<file path="config.mk">
export PLATFORM = sky130hd
export DESIGN_NAME = dvs_serial_ctrl
export DESIGN_NICKNAME = d
export VERILOG_FILES = /design/src/core/dvs_pkg.sv /design/src/core/dvs_pin_sync.sv /design/src/core/dvs_serial_ctrl.sv
export SDC_FILE = /design/constraint.sdc
export NUM_CORES = 1
export LEC_CHECK = 0
export BUFFER_PORTS_ARGS = -buffer_cell sky130_fd_sc_hd__clkbuf_2
export CAP_MARGIN = 40
export CORE_MARGIN = 5
export CORE_UTILIZATION = 60
export CTS_BUF_LIST = sky130_fd_sc_hd__clkbuf_4 sky130_fd_sc_hd__clkbuf_8
export DETAILED_ROUTE_END_ITERATION = 6
export PLACE_DENSITY = 0.87
export SLEW_MARGIN = 5
export SYNTH_ARGS = -nofsm -noshare
export SYNTH_HDL_FRONTEND = slang
export SYNTH_SLANG_ARGS = --single-unit
export TNS_END_PERCENT = 30
</file>
<file path="constraint.sdc">
create_clock -name i_core_clk -period 2.94 [get_ports i_core_clk]
set_clock_uncertainty 0.15 [all_clocks]
set_input_delay 0.294 -clock i_core_clk [delete_from_list [all_inputs] [get_ports i_core_clk]]
set_output_delay 0.294 -clock i_core_clk [all_outputs]
set_load 0.03 [all_outputs]
</file>
<file path="src/core/dvs_pkg.sv">
// constants, register map and state type of the serial control block
// assumes a single core clock domain; pins are synchronised before use
package dvs_pkg;

   // register addresses, seven bits after the read flag
   localparam logic [6:0] REG_REVISION   = 7'h00;
   localparam logic [6:0] REG_PART       = 7'h01;
   localparam logic [6:0] REG_SOFT_RESET = 7'h02;
   localparam logic [6:0] REG_POWER_DOWN = 7'h03;
   localparam logic [6:0] REG_A_BIAS     = 7'h04;
   localparam logic [6:0] REG_A_ATTEN    = 7'h05;
   localparam logic [6:0] REG_B_BIAS     = 7'h06;
   localparam logic [6:0] REG_B_ATTEN    = 7'h07;

   // identity values, arbitrary
   localparam logic [7:0] REVISION_CODE  = 8'h5A;
   localparam logic [7:0] PART_CODE      = 8'h3C;

   // field positions
   localparam int         BIT_CHAN_A     = 0;
   localparam int         BIT_CHAN_B     = 4;
   localparam int         BIT_READ_FLAG  = 15;
   localparam int         ATTEN_W        = 6;

   // reset values
   localparam logic [7:0] BIAS_RST       = 8'h20;
   localparam logic [5:0] ATTEN_RST      = 6'h14;

   // frame bit counts
   localparam logic [3:0] CNT_ADDR_LAST  = 4'h7;
   localparam logic [3:0] CNT_DATA_FIRST = 4'h8;
   localparam logic [3:0] CNT_FRAME_LAST = 4'hF;

   // pin synchroniser lanes and their reset levels
   localparam int         PIN_CS_B       = 0;
   localparam int         PIN_SCLK       = 1;
   localparam int         PIN_SDI        = 2;
   localparam int         PIN_SLEEP_A    = 3;
   localparam int         PIN_SLEEP_B    = 4;
   localparam int         PIN_W          = 5;
   localparam logic [4:0] PIN_RST        = 5'h01;

   typedef enum logic [1:0] {
      ST_IDLE  = 2'b01,
      ST_SHIFT = 2'b10
   } dvs_fsm_t;

   typedef struct packed {
      dvs_fsm_t    fsm;
      logic        sclk_prev;
      logic [3:0]  bit_cnt;
      logic [14:0] shift;
      logic        rd_act;
      logic [7:0]  sdo_shift;
      logic        sdo_oe;
      logic [7:0]  bias_a;
      logic [7:0]  bias_b;
      logic [5:0]  atten_a;
      logic [5:0]  atten_b;
      logic        pd_a;
      logic        pd_b;
      logic        sleep_a;
      logic        sleep_b;
      logic [3:0]  lvl_a;
      logic [3:0]  lvl_b;
   } dvs_state_t;

   localparam logic [3:0] LVL_RST = 4'h6;

   localparam dvs_state_t ST_RESET = '{
      fsm:       ST_IDLE,
      sclk_prev: 1'b0,
      bit_cnt:   4'h0,
      shift:     15'h0000,
      rd_act:    1'b0,
      sdo_shift: 8'h00,
      sdo_oe:    1'b0,
      bias_a:    BIAS_RST,
      bias_b:    BIAS_RST,
      atten_a:   ATTEN_RST,
      atten_b:   ATTEN_RST,
      pd_a:      1'b0,
      pd_b:      1'b0,
      sleep_a:   1'b0,
      sleep_b:   1'b0,
      lvl_a:     LVL_RST,
      lvl_b:     LVL_RST
   };

endpackage

</file>
<file path="src/core/dvs_pin_sync.sv">
// two flip-flop synchroniser for the serial and sleep pins
// assumes an already synchronised active-low reset
`timescale 1ns/1ps
module dvs_pin_sync
   import dvs_pkg::*;
(
   input  wire logic             i_core_clk,
   input  wire logic             i_rst_n,
   input  wire logic [PIN_W-1:0] i_async,
   output logic      [PIN_W-1:0] o_sync
);

   genvar g;
   generate
      for (g = 0; g < PIN_W; g++) begin : g_lane
         logic meta;
         logic held;
         always_ff @(posedge i_core_clk or negedge i_rst_n) begin
            if (!i_rst_n) begin
               meta <= PIN_RST[g];
               held <= PIN_RST[g];
            end else begin
               meta <= i_async[g];
               held <= meta;
            end
         end
         assign o_sync[g] = held;
      end
   endgenerate

endmodule

</file>
<file path="src/core/dvs_serial_ctrl.sv">
// serial register port and channel control of a dual gain amplifier
// assumes the host is serial master; all pins are asynchronous to the clock
`timescale 1ns/1ps

// Summary of operation
// - shifting only happens while chip select is low
// - serial input is sampled on each rising serial clock edge
// - every sixteenth rising edge commits a write frame to its register; a read frame writes nothing
// - a partial frame at chip select rise is dropped
// - several frames may follow within one chip select period
// - each frame is address byte first, then data byte
// - any serial clock up to 25 MHz works if its high and low times each last over a core clock period
// - read frames return the addressed register on the serial output
// - reset loads every register default
// - address 2 holds self-clearing reset bits, B at bit 4, A at 0
// - writing one resets that channel's registers, zero does nothing
// - address 3 holds power-down bits, B at bit 4, A at 0
// - an active-high pin per channel also powers it down
// - register contents are preserved during power-down
// - bias registers at 4 and 6 reset to 20 hex
// - attenuator registers at 5 and 7 reset to 14 hex
// - each channel has its own 6-bit attenuation code
// - each attenuation step is one decibel
// - bias register selects one of the reduced power options
// - device reset or channel soft reset restores bias and attenuator defaults
// - attenuator upper two bits read as zero
// - bias default has bit 5 set; bit 7 is highest power
module dvs_serial_ctrl
   import dvs_pkg::*;
(
   input  wire logic         i_core_clk,
   input  wire logic         i_rst_b,
   input  wire logic         i_cs_b,
   input  wire logic         i_sclk,
   input  wire logic         i_sdi,
   input  wire logic         i_chan_a_sleep_pin,
   input  wire logic         i_chan_b_sleep_pin,
   output logic              o_sdo,
   output logic              o_sdo_oe,
   output logic      [7:0]   o_chan_a_bias_bus,
   output logic      [5:0]   o_chan_a_atten_bus,
   output logic      [7:0]   o_chan_b_bias_bus,
   output logic      [5:0]   o_chan_b_atten_bus,
   output logic              o_chan_a_sleep,
   output logic              o_chan_b_sleep,
   output logic      [3:0]   o_chan_a_power_lvl,
   output logic      [3:0]   o_chan_b_power_lvl
);

   logic [1:0]       rst_pipe;
   logic             rst_n;
   logic [PIN_W-1:0] pins_async;
   logic [PIN_W-1:0] pins;
   logic             cs_act;
   logic             sclk_s;
   logic             sdi_s;
   logic             sclk_rise;
   logic             sclk_fall;
   logic             in_shift;
   logic             addr_done;
   logic             commit;
   logic [7:0]       addr_byte;
   logic [15:0]      frame;
   logic [6:0]       wr_addr;
   logic [7:0]       wr_data;
   logic [7:0]       rd_byte;
   dvs_state_t       st;
   dvs_state_t       next_st;

   // reset release through two flip-flops
   always_ff @(posedge i_core_clk or negedge i_rst_b) begin
      if (!i_rst_b) begin
         rst_pipe <= 2'b00;
      end else begin
         rst_pipe <= {rst_pipe[0], 1'b1};
      end
   end
   assign rst_n = rst_pipe[1];

   assign pins_async[PIN_CS_B]    = i_cs_b;
   assign pins_async[PIN_SCLK]    = i_sclk;
   assign pins_async[PIN_SDI]     = i_sdi;
   assign pins_async[PIN_SLEEP_A] = i_chan_a_sleep_pin;
   assign pins_async[PIN_SLEEP_B] = i_chan_b_sleep_pin;

   dvs_pin_sync u_sync (
      .i_core_clk (i_core_clk),
      .i_rst_n    (rst_n),
      .i_async    (pins_async),
      .o_sync     (pins)
   );

   // power option: one plus index of highest set bias bit, zero for all clear
   function automatic logic [3:0] power_level(input logic [7:0] b);
      logic [3:0] lvl;
      lvl = 4'h0;
      casez (b)
         8'b1???_????: lvl = 4'h8;
         8'b01??_????: lvl = 4'h7;
         8'b001?_????: lvl = 4'h6;
         8'b0001_????: lvl = 4'h5;
         8'b0000_1???: lvl = 4'h4;
         8'b0000_01??: lvl = 4'h3;
         8'b0000_001?: lvl = 4'h2;
         8'b0000_0001: lvl = 4'h1;
         default:      lvl = 4'h0;
      endcase
      return lvl;
   endfunction

   function automatic logic [7:0] rd_data(input logic [6:0] a,
                                          input dvs_state_t s);
      logic [7:0] r;
      r = 8'h00;
      case (a)
         REG_REVISION:   r = REVISION_CODE;
         REG_PART:       r = PART_CODE;
         REG_SOFT_RESET: r = 8'h00;
         REG_POWER_DOWN: begin
            r[BIT_CHAN_A] = s.pd_a;
            r[BIT_CHAN_B] = s.pd_b;
         end
         REG_A_BIAS:     r = s.bias_a;
         REG_A_ATTEN:    r = {2'b00, s.atten_a};
         REG_B_BIAS:     r = s.bias_b;
         REG_B_ATTEN:    r = {2'b00, s.atten_b};
         default:        r = 8'h00;
      endcase
      return r;
   endfunction

   // edges found by the core clock while each serial clock level lasts over a core clock period
   assign cs_act    = ~pins[PIN_CS_B];
   assign sclk_s    = pins[PIN_SCLK];
   assign sdi_s     = pins[PIN_SDI];
   assign sclk_rise = sclk_s & ~st.sclk_prev;
   assign sclk_fall = ~sclk_s & st.sclk_prev;
   assign in_shift  = (st.fsm == ST_SHIFT) & cs_act;
   assign addr_done = in_shift & sclk_rise
                      & (st.bit_cnt == CNT_ADDR_LAST);
   assign commit    = in_shift & sclk_rise
                      & (st.bit_cnt == CNT_FRAME_LAST);
   assign addr_byte = {st.shift[6:0], sdi_s};
   assign frame     = {st.shift, sdi_s};
   assign wr_addr   = frame[14:8];
   assign wr_data   = frame[7:0];
   assign rd_byte   = rd_data(addr_byte[6:0], st);

   always_comb begin
      next_st           = st;
      next_st.sclk_prev = sclk_s;
      case (st.fsm)
         ST_IDLE: begin
            next_st.bit_cnt = 4'h0;
            if (cs_act) begin
               next_st.fsm    = ST_SHIFT;
               next_st.sdo_oe = 1'b1;
            end
         end
         ST_SHIFT: begin
            if (!cs_act) begin
               // trailing bits dropped with no effect
               next_st.fsm       = ST_IDLE;
               next_st.bit_cnt   = 4'h0;
               next_st.sdo_oe    = 1'b0;
               next_st.rd_act    = 1'b0;
               next_st.sdo_shift = 8'h00;
            end else if (sclk_rise) begin
               next_st.shift   = {st.shift[13:0], sdi_s};
               next_st.bit_cnt = 4'(st.bit_cnt + 4'h1);
               if (addr_done && addr_byte[7]) begin
                  next_st.rd_act    = 1'b1;
                  next_st.sdo_shift = rd_byte;
               end
               if (commit) begin
                  next_st.rd_act    = 1'b0;
                  next_st.sdo_shift = 8'h00;
               end
            end else if (sclk_fall && st.rd_act
                         && st.bit_cnt != CNT_DATA_FIRST) begin
               next_st.sdo_shift = {st.sdo_shift[6:0], 1'b0};
            end
         end
         default: begin
            next_st = ST_RESET;
         end
      endcase

      // writes land even in power-down; nothing is lost there
      if (commit && !frame[BIT_READ_FLAG]) begin
         case (wr_addr)
            REG_SOFT_RESET: begin
               if (wr_data[BIT_CHAN_A]) begin
                  next_st.bias_a  = BIAS_RST;
                  next_st.atten_a = ATTEN_RST;
               end
               if (wr_data[BIT_CHAN_B]) begin
                  next_st.bias_b  = BIAS_RST;
                  next_st.atten_b = ATTEN_RST;
               end
            end
            REG_POWER_DOWN: begin
               next_st.pd_a = wr_data[BIT_CHAN_A];
               next_st.pd_b = wr_data[BIT_CHAN_B];
            end
            REG_A_BIAS:  next_st.bias_a  = wr_data;
            REG_A_ATTEN: next_st.atten_a = wr_data[ATTEN_W-1:0];
            REG_B_BIAS:  next_st.bias_b  = wr_data;
            REG_B_ATTEN: next_st.atten_b = wr_data[ATTEN_W-1:0];
            default: begin
            end
         endcase
      end

      next_st.sleep_a = pins[PIN_SLEEP_A] | st.pd_a;
      next_st.sleep_b = pins[PIN_SLEEP_B] | st.pd_b;
      next_st.lvl_a   = power_level(next_st.bias_a);
      next_st.lvl_b   = power_level(next_st.bias_b);
   end

   always_ff @(posedge i_core_clk or negedge rst_n) begin
      if (!rst_n) begin
         st <= ST_RESET;
      end else begin
         st <= next_st;
      end
   end

   // attenuation code is the loss in whole decibels
   assign o_sdo              = st.sdo_shift[7];
   assign o_sdo_oe           = st.sdo_oe;
   assign o_chan_a_bias_bus  = st.bias_a;
   assign o_chan_a_atten_bus = st.atten_a;
   assign o_chan_b_bias_bus  = st.bias_b;
   assign o_chan_b_atten_bus = st.atten_b;
   assign o_chan_a_sleep     = st.sleep_a;
   assign o_chan_b_sleep     = st.sleep_b;
   assign o_chan_a_power_lvl = st.lvl_a;
   assign o_chan_b_power_lvl = st.lvl_b;
endmodule

</file>
; ---- Word level (Yosys, flattened, before mapping)
; Cells that the tools add are included.
[classes]
reduce_logical = 12
bitwise = 12
n_eq_ne = 39
add_sub_neg = 1
mux = 34
[op_table]
columns = cell, count
row1 = case mux 4 bit (8 select lines), 2
row2 = == test 7 x 3 -> 1 bit (second input constant), 8
row3 = case mux 24 bit (2 select lines), 1
row4 = 2-to-1 mux 40 bit, 1
row5 = case mux 3 bit (6 select lines), 2
row6 = 2-to-1 mux 8 bit, 4
row7 = case mux 8 bit (2 select lines), 2
row8 = 2-to-1 mux 30 bit, 1
row9 = 2-to-1 mux 9 bit, 3
row10 = case mux 6 bit (2 select lines), 2
row11 = == test 7 x 1 -> 1 bit (second input constant), 3
row12 = == test 7 x 2 -> 1 bit (second input constant), 3
row13 = 2-to-1 mux 20 bit, 1
row14 = == test 8 x 1 -> 1 bit (second input constant), 2
row15 = 2-to-1 mux 15 bit, 1
row16 = == test 6 x 1 -> 1 bit (second input constant), 2
row17 = 2-to-1 mux 6 bit, 2
row18 = == test 5 x 1 -> 1 bit (second input constant), 2
row19 = AND reduction 3 bit, 3
row20 = == test 4 x 1 -> 1 bit (second input constant), 2
row21 = 2-to-1 mux 4 bit, 2
row22 = != test 4 x 2 -> 1 bit (second input constant), 2
row23 = zero test 7 bit, 1
row24 = AND 1 bit, 6
row25 = 23 further kinds, 40
[word_totals]
output_inout_bits = 40
reg_bits = 84
input_bits = 7
elab_cells = 126

; ---- Depth between registers and ports, before layout
; Gate-level depths: netlist (run 1).
[depth]
depth_word = 10
mapped_depth = 10
depth_no_buf = 10

; ---- Cells and area by module
; Synthesis (run 1) repeated with hierarchy kept, for this count alone.
[unflattened]
hier_cells = 452
area_unflattened_um2 = 4254.1
[by_module_without_submodules]
columns = module, cells_per_inst, seq_area_each_um2, area_per_inst_um2, instances
row1 = dvs_serial_ctrl, 437, 1840.5, 3963.8, 1
row2 = dvs_pin_sync, 15, 252.7, 290.3, 1

; ---- Worst setup path after synthesis (run 1)
; Ideal clock, no wire load.
[synth_path]
path_kind = register -> register
startpoint = register st[71] (netlist name)
endpoint = register st (netlist bit o_chan_a_power_lvl[0])
path_slack_ns = 0.456
path_buffers = 0
t_required_ns = 2.667
path_stages_with_launch = 9
arrival_ns = 2.212
setup_time_ns = 0.123
path_cell_list = dfrtp_1 > ha_1 > nand4bb_4 > or4_4 > nor3_4 > a22o_2 > nor2b_2 > o211ai_2 > a21oi_2
[synth_lines]
columns = element, line
row1 = start: declaration, dvs_serial_ctrl.sv:67  ; dvs_state_t st;
row2 = start signal: assignment, dvs_serial_ctrl.sv:225  ; st <= next_st;

==> metrics.md, run 1 <==
| Metric | Value |
|---|---|
| Run status | complete, no violations |
| Finished Core Util | 66.76% |
| Vias | 3112 |
| Post-Layout Cell Count | 519 |
| IO Port Bufs | 46 |
| Slew margin rel. | 43.04% |
| Largest buffer count on any clock path | 2 |
| WL final | 9.285 mm |
| Post-Synthesis Cells | 415 |
| Unrepaired setup endpoints after global routing | no |
| Critical Path End Type | flop |
| Sequential share of the synthesized area | between 50% and 60% |
| Starting Density | 61.26% |
| Commonest non-fill, non-tap cell in the layout | dfrtp_1 |
| Worst slew pin tran | ~0.85 ns |
| Most frequent cells in the layout | 69 x dfrtp_1, 53 x nand2_1, 46 x clkbuf_2 |
| Largest fanout on the critical path | 10 |
| CP Launch Type | flop |
| Hold Path Class | in2async |
| Most used cell, CP | or4_4 |
| Worst Path Required | approximately 3.0 ns |
| Die width | a little over 90 um |
| DP Cell Count | just under 500 |
| Post-synth cell types | 53 |
| Root buf cell | clkbuf_8 |
| Cell leakage power | 1.991 nW |
| Setup TNS | 0 ns |
| # H-tree levels | 3 |
| Top cell type by total area after synthesis | dfrtp_1 |
| Critical path arrival | 2.79 ns |
| 1st-pass router iterations | 5 |
| First-pass GRT wire length | 15.49 mm |
| Post-CTS setup buffers | 0 |
| Type of the worst setup path | reg2reg |
| Via/cell ratio | 5.996 |
| Ports | 47 |
| Worst reg2reg path depth | 7 |
| Top FF cell, synth | dfrtp_1 |
| Ys async rst share | 100.0% |
| Residual DRC | 0 |
| DR WL/cell | around 18 um |
| Nets@finish | 445 |
| Mapped Area | between 4000 and 5000 sq um |
| Largest net degree at the start of global routing | just under 50 |
| Critical Path Slowest Stage Cell | or4_4 |
| Die Ht | 93.06 um |
| Crit share post-route | 91.92% |
| CP cell instances | or4_4 > or4_4 > nor3_4 > a22o_2 > nor2b_2 > o211ai_2 > a21oi_2 |
| CP Buf/Inv Count | 0 |
| Clock buffer count from CTS | 9 |
| #FFs+latches synth | 83 |
| Family with the most delay on the worst path | simple AND/OR/NAND/NOR gates |
| Fmax | around 370 MHz |
| Clock Latency Late Sink | 0.35 ns |
| Max-Cap Viols | 0 |
| CTS tree | done |
| Crit path largest cell delay | 0.57 ns |
| Iter 0 DRT Violations | 217 |
| Die Footprint | 8659 sq um |
| Vias in the first global route | 3034 |
| EDFF count, synth | 0 |
| Worst flop-to-flop path endpoint | o_chan_a_power_lvl[0]$_DFF_PN0_ |
| Syn_area_per_cell | 9.973 sq um |
| Clk slew on worst S/H paths | 0.08 ns |
| Num Clock Sinks | 83 |
| Hold Vio Cnt, Final | 0 |
| Rows | 30 |
| Share of the synthesized area in the top cell type | 42.32% |
| Critical R2R Launch | frame[11]$_DFFE_PN0P_ |
| YS warnings | 0 |
| Hold-fix buffers, CTS | 6 |
| Post-CTS resize count | 0 |
| Layout area overhead | 8.978% |
| DP Wirelength | 6.444 mm |
| Critical path depth | 7 |
| Post-route ant nets | 0 |
| Fin. max-slew vios | 0 |
| Ant diodes | 0 |
| Core area | about 6800 sq um |
| RD Place Congestion | 0.9231 |
| Peak supply drop | around 0.00042 V |
| Initial antenna violation count | 0 |
| # setup viols final | 0 |
| Share of cells above drive strength 1 | about a quarter |
| Synth top area cells | dfrtp_1 42%, dfstp_2 8.3%, a22o_1 6.8% |
| Internal reg-to-reg setup slack | around 0.24 ns |
| Total gr overflow | 0 |
| Final Critical Period | 2.703 ns |
| Syn_nets | 426 |
| PD cells | 627.8 nW/um^2 |
| Gr usage total | a little under a quarter |
[cell type report]
cell class,instances,area [sq um]
fillers,506,2246
flip-flops and latches,83,2097
multi-input cells,256,1623
repair buffers,66,415.4
clock buffers,11,145.1
well taps,80,100.1
inverters,18,67.56
clock inverters,5,62.56
[through the flow]
stage                     instance area, sq um  setup slack (ns)  hold WS [ns]  power [mW]
after detailed placement                  4243            0.2534      -0.06622       1.991
after global routing                      4511            0.1469       0.08693       2.986
after global placement                    4215            0.3464      -0.07037       1.968
after floorplan                           4139            0.3299       -0.1516       1.785
after CTS                                 4511            0.2257       0.08384       2.844
final                                     4511            0.2374       0.09869       2.832
[flip-flops by register name, summed over array words and instances, names as in the netlist]
signal	count
o_chan_b_bias_bus	8
o_chan_a_bias_bus	8
o_chan_b_power_lvl	4
u_sync.g_lane.meta	5
o_chan_b_atten_bus	6
st	17
rst_pipe	2
addr_byte	7
o_chan_b_sleep	1
o_chan_a_sleep	1
o_chan_a_atten_bus	6
frame	8
o_sdo	1
u_sync.g_lane.held	5
o_chan_a_power_lvl	4
[cells by family (layout without fill, tap and decap cells)]
| family | count (synthesis) | count (layout) | synth area share (%) |
|---|---|---|---|
| buf+inv | 76 | 100 | 10.22 |
| xor+xnor | 3 | 3 | 0.6349 |
| mux | 9 | 9 | 2.207 |
| flops | 83 | 83 | 50.57 |
| simple gates | 116 | 116 | 14.72 |
| compound gates | 123 | 123 | 20.34 |
| fa+ha+maj | 4 | 4 | 1.209 |
| other cells | 1 | 1 | 0.09060 |
[how the worst max path moves through the flow]
stage / start / to
6_report: frame[11]$_DFFE_PN0P_ / o_chan_a_power_lvl[0]$_DFF_PN0_
5_1_grt: frame[11]$_DFFE_PN0P_ / o_chan_a_power_lvl[2]$_DFF_PN1_
4_1_cts: frame[11]$_DFFE_PN0P_ / o_chan_a_power_lvl[0]$_DFF_PN0_
3_5_place_dp: frame[11]$_DFFE_PN0P_ / o_chan_a_power_lvl[0]$_DFF_PN0_
3_3_place_gp: frame[11]$_DFFE_PN0P_ / o_chan_a_power_lvl[0]$_DFF_PN0_
2_1_floorplan: rst_pipe[1]$_DFF_PN0_ / addr_byte[1]$_DFFE_PN0P_
[cells in the mapped netlist, types with 2 or more instances]
library cell   n
a21o_1         2
a22oi_1        2
and2_1         2
nor2_1        18
dfstp_2       13
o22ai_1        7
a21oi_1       26
or2_2          5
a21oi_2        2
ha_1           4
xor2_1         2
nor4bb_1       2
a22o_2         2
nand2_1       53
dfrtp_1       70
mux2i_1        8
a31oi_1        5
a22o_1        32
clkbuf_1      19
buf_4         36
nand2b_1       9
a31o_2         2
nor2b_1        6
inv_1         18
buf_2          2
or4_4          2
nor3_1         6
nand3_1        4
o21ai_0       30
o21a_1         3
[power by group]
part           internal (mW)  switching (mW)
combinational          0.244           0.514
clock                  0.428           0.407
sequential              1.19          0.0497
[routing by layer]
layer  vias to the layer above  GRT usage, %  part of all wire [%]
li1                       1450             -                     -
met1                      1526         32.34                    46
met2                       117         35.45                    47
met3                        19         5.390                   5.7
met4                         0         7.326                   1.9
met5                         -             0                     0
No activity file was read; power rests on OpenSTA's default activity.
==> run 2, diff against run 1 <==
clock period = 2.51 ns   (was 2.94 ns; I/O delays follow)
==> run 2 against run 1 <==
Compared with the run above: sequential share of layout area fell by 1.6 points; critical path depth rose by 1; fmax rose by 11%; combinational power rose by 25%; hold slack got worse by 0.044 ns.
==> metrics.md, run 2 (synthesis gave the netlist of run 1 again) <==
| Metric | Value |
|---|---|
| Run status | complete, no violations (unchanged) |
| # H-tree levels | 3 (unchanged) |
| FILL cells | 506 (unchanged) |
| Largest fanout on the critical path | 8 (was 10) |
| Critical path arrival | 2.54 ns (was 2.79 ns) |
| Die Footprint | 8659 sq um (unchanged) |
| Most used cell, CP | or4_4 (unchanged) |
| Ports | 47 (unchanged) |
| Combinational Power Share | 26.6% (was 26.8%) |
| Largest net degree at the start of global routing | 42 (was 49) |
| Largest buffer count on any clock path | 2 (unchanged) |
| Root buf cell | clkbuf_8 (unchanged) |
| Switching Share | 32.25% (was 34.26%) |
| Worst Path Required | 2.61 ns (was 3.03 ns) |
| Vias in the first global route | 3178 (was 3034) |
| Critical Path End Type | flop (unchanged) |
| Total gr overflow | 0 (unchanged) |
| # setup viols final | 0 (unchanged) |
| PD cells | 760.1 nW/um^2 (was 627.8 nW/um^2) |
| Gr usage total | 23.43% (was 23.00%) |
| IO Port Bufs | 46 (unchanged) |
| Met2 usage in global routing | 35.45% (unchanged) |
| Critical Path Slowest Stage Cell | or4_4 (unchanged) |
| Net switching power | 1.145 mW (was 0.9701 mW) |
| Ant diodes | 0 (unchanged) |
| Largest register FFs | 17 (unchanged) |
| Share of cells above drive strength 1 | 28.76% (was 25.51%) |
| Via/cell ratio | 6.028 (was 5.996) |
| Hold Vio Cnt, Final | 0 (unchanged) |
| Type of the worst setup path | reg2reg (unchanged) |
| Seq pwr share | 41.1% (was 43.8%) |
| Post-Layout Cell Count | 532 (was 519) |
| CP cell instances | or4_4 > or4_4 > nor3_4 > buf_12 > a22o_2 > nor2b_2 > o211ai_2 > a21oi_2 (was or4_4 > or4_4 > nor3_4 > a22o_2 > nor2b_2 > o211ai_2 > a21oi_2) |
| Initial antenna violation count | 0 (unchanged) |
| First-pass GRT wire length | 15.67 mm (was 15.49 mm) |
| Family with the most delay on the worst path | simple AND/OR/NAND/NOR gates (unchanged) |
| Post-route cell area | 4672 sq um (was 4511 sq um) |
| Hold Slack | 0.05444 ns (was 0.09869 ns) |
| Setup TNS | 0 ns (unchanged) |
| Critical R2R Launch | frame[11]$_DFFE_PN0P_ (unchanged) |
| WL final | 9.522 mm (was 9.285 mm) |
| Register area | 2097 sq um (unchanged) |
| Top Usage Layer GRT | met2 (unchanged) |
| CP Launch Type | flop (unchanged) |
| Residual DRC | 0 (unchanged) |
| Cell leakage power | 2.083 nW (was 1.991 nW) |
| Fin. max-slew vios | 0 (unchanged) |
| Core area | 6756 sq um (unchanged) |
| Internal power | 2.406 mW (was 1.861 mW) |
| Post-route ant nets | 0 (unchanged) |
| DR WL/cell | 17.90 um (was 17.89 um) |
| Placed Area | 4325 sq um (was 4243 sq um) |
| Die width | 93.06 um (unchanged) |
| CP Buf/Inv Count | 1 (was 0) |
| Unrepaired setup endpoints after global routing | no (unchanged) |
| Layout area overhead | 12.88% (was 8.978%) |
| Die Ht | 93.06 um (unchanged) |
| Final Critical Period | 2.436 ns (was 2.703 ns) |
| Clock power share | 32.3% (was 29.5%) |
| Clock Latency Late Sink | 0.36 ns (was 0.35 ns) |
| PnR worst setup slack | 0.07431 ns (was 0.2374 ns) |
| Worst slew pin tran | 0.5909 ns (was 0.8544 ns) |
| Num Clock Sinks | 83 (unchanged) |
| Worst reg2reg path depth | 8 (was 7) |
| Largest Register | st (unchanged) |
| Hold Path Class | in2async (unchanged) |
| Place WS | -0.1161 ns (was 0.2534 ns) |
| Clock buffer count from CTS | 9 (unchanged) |
| Critical path depth | 8 (was 7) |
| Internal reg-to-reg setup slack | 0.07 ns (was 0.24 ns) |
| Crit share post-route | 97.04% (was 91.92%) |
| DP Wirelength | 6.822 mm (was 6.444 mm) |
| Max-Cap Viols | 0 (unchanged) |
| Fmax | 410.6 MHz (was 370.0 MHz) |
| Worst flop-to-flop path endpoint | o_chan_a_power_lvl[0]$_DFF_PN0_ (unchanged) |
| Peak supply drop | 0.0005066 V (was 0.0004152 V) |
| Crit path largest cell delay | 0.56 ns (was 0.57 ns) |
| Starting Density | 61.26% (unchanged) |
| Clk slew on worst S/H paths | 0.08 ns (about the same) |
| Commonest non-fill, non-tap cell in the layout | dfrtp_1 (unchanged) |
| Multi-input gate area | 1648 sq um (was 1623 sq um) |
| Nets@finish | 458 (was 445) |
| M3 GR Usage | 5.551% (was 5.390%) |
| Rows | 30 (unchanged) |
| DP Cell Count | 509 (was 497) |
| Tot Pwr | 3.551 mW (was 2.832 mW) |
| Vias | 3207 (was 3112) |
| 1st-pass router iterations | 5 (unchanged) |
| Finished Core Util | 69.15% (was 66.76%) |
| RD Place Congestion | 0.8859 (was 0.9231) |
| CTS tree | done (unchanged) |
| Most frequent cells in the layout | 69 x dfrtp_1, 53 x nand2_1, 46 x clkbuf_2 (unchanged) |
| Iter 0 DRT Violations | 271 (was 217) |
| Met1 usage | 32.34% (unchanged) |
| Slew margin rel. | 60.61% (was 43.04%) |
==> run 2: layout make-up <==
| cell class | count | share of cell area (%) |
|---|---|---|
| inverter | 18 | 1.446 |
| sequential | 83 | 44.88 |
| tap | 80 | 2.142 |
| clock buffer | 11 | 2.973 |
| clock inverter | 5 | 2.196 |
| multi-input combinational | 256 | 35.27 |
| timing repair buffer | 79 | 11.09 |
==> run 2: metal layers <==
metal	up-vias	wire, um	part of all wire [%]
li1	1480	-	-
met5	-	0	0
met2	128	4402	46
met1	1569	4260	45
met3	30	552	5.8
met4	0	307	3.2
==> run 2: worst max-delay path by stage <==
stage,slack (ns),startpoint,to
floorplan,0.03,st[71]$_DFFE_PN0P_,o_chan_a_power_lvl[0]$_DFF_PN0_
global placement,-0.03,frame[11]$_DFFE_PN0P_,o_chan_a_power_lvl[0]$_DFF_PN0_
detailed placement,-0.12,frame[11]$_DFFE_PN0P_,o_chan_a_power_lvl[0]$_DFF_PN0_
CTS,0.008,frame[11]$_DFFE_PN0P_,o_chan_a_power_lvl[1]$_DFF_PN1_
global route,0.002,frame[11]$_DFFE_PN0P_,o_chan_a_power_lvl[2]$_DFF_PN1_
finish,0.07,frame[11]$_DFFE_PN0P_,o_chan_a_power_lvl[0]$_DFF_PN0_
==> run 2: power groups by stage <==
stage	Clock [mW]	Sequential (mW)	Combinational (mW)
2_1_floorplan	0	1.48	0.611
3_3_place_gp	0	1.48	0.881
3_5_place_dp	0	1.48	0.906
4_1_cts	1.16	1.46	0.917
5_1_grt	1.22	1.47	1.02
6_report	1.15	1.46	0.946
==> run 2: repair_timing <==
action	CTS	global route
hold buffers	6	0
buffers inserted	1	0
setup endpoints to repair	4	6
resized for setup	0	6
pin swaps	2	2
endpoints found under the hold margin	7	0
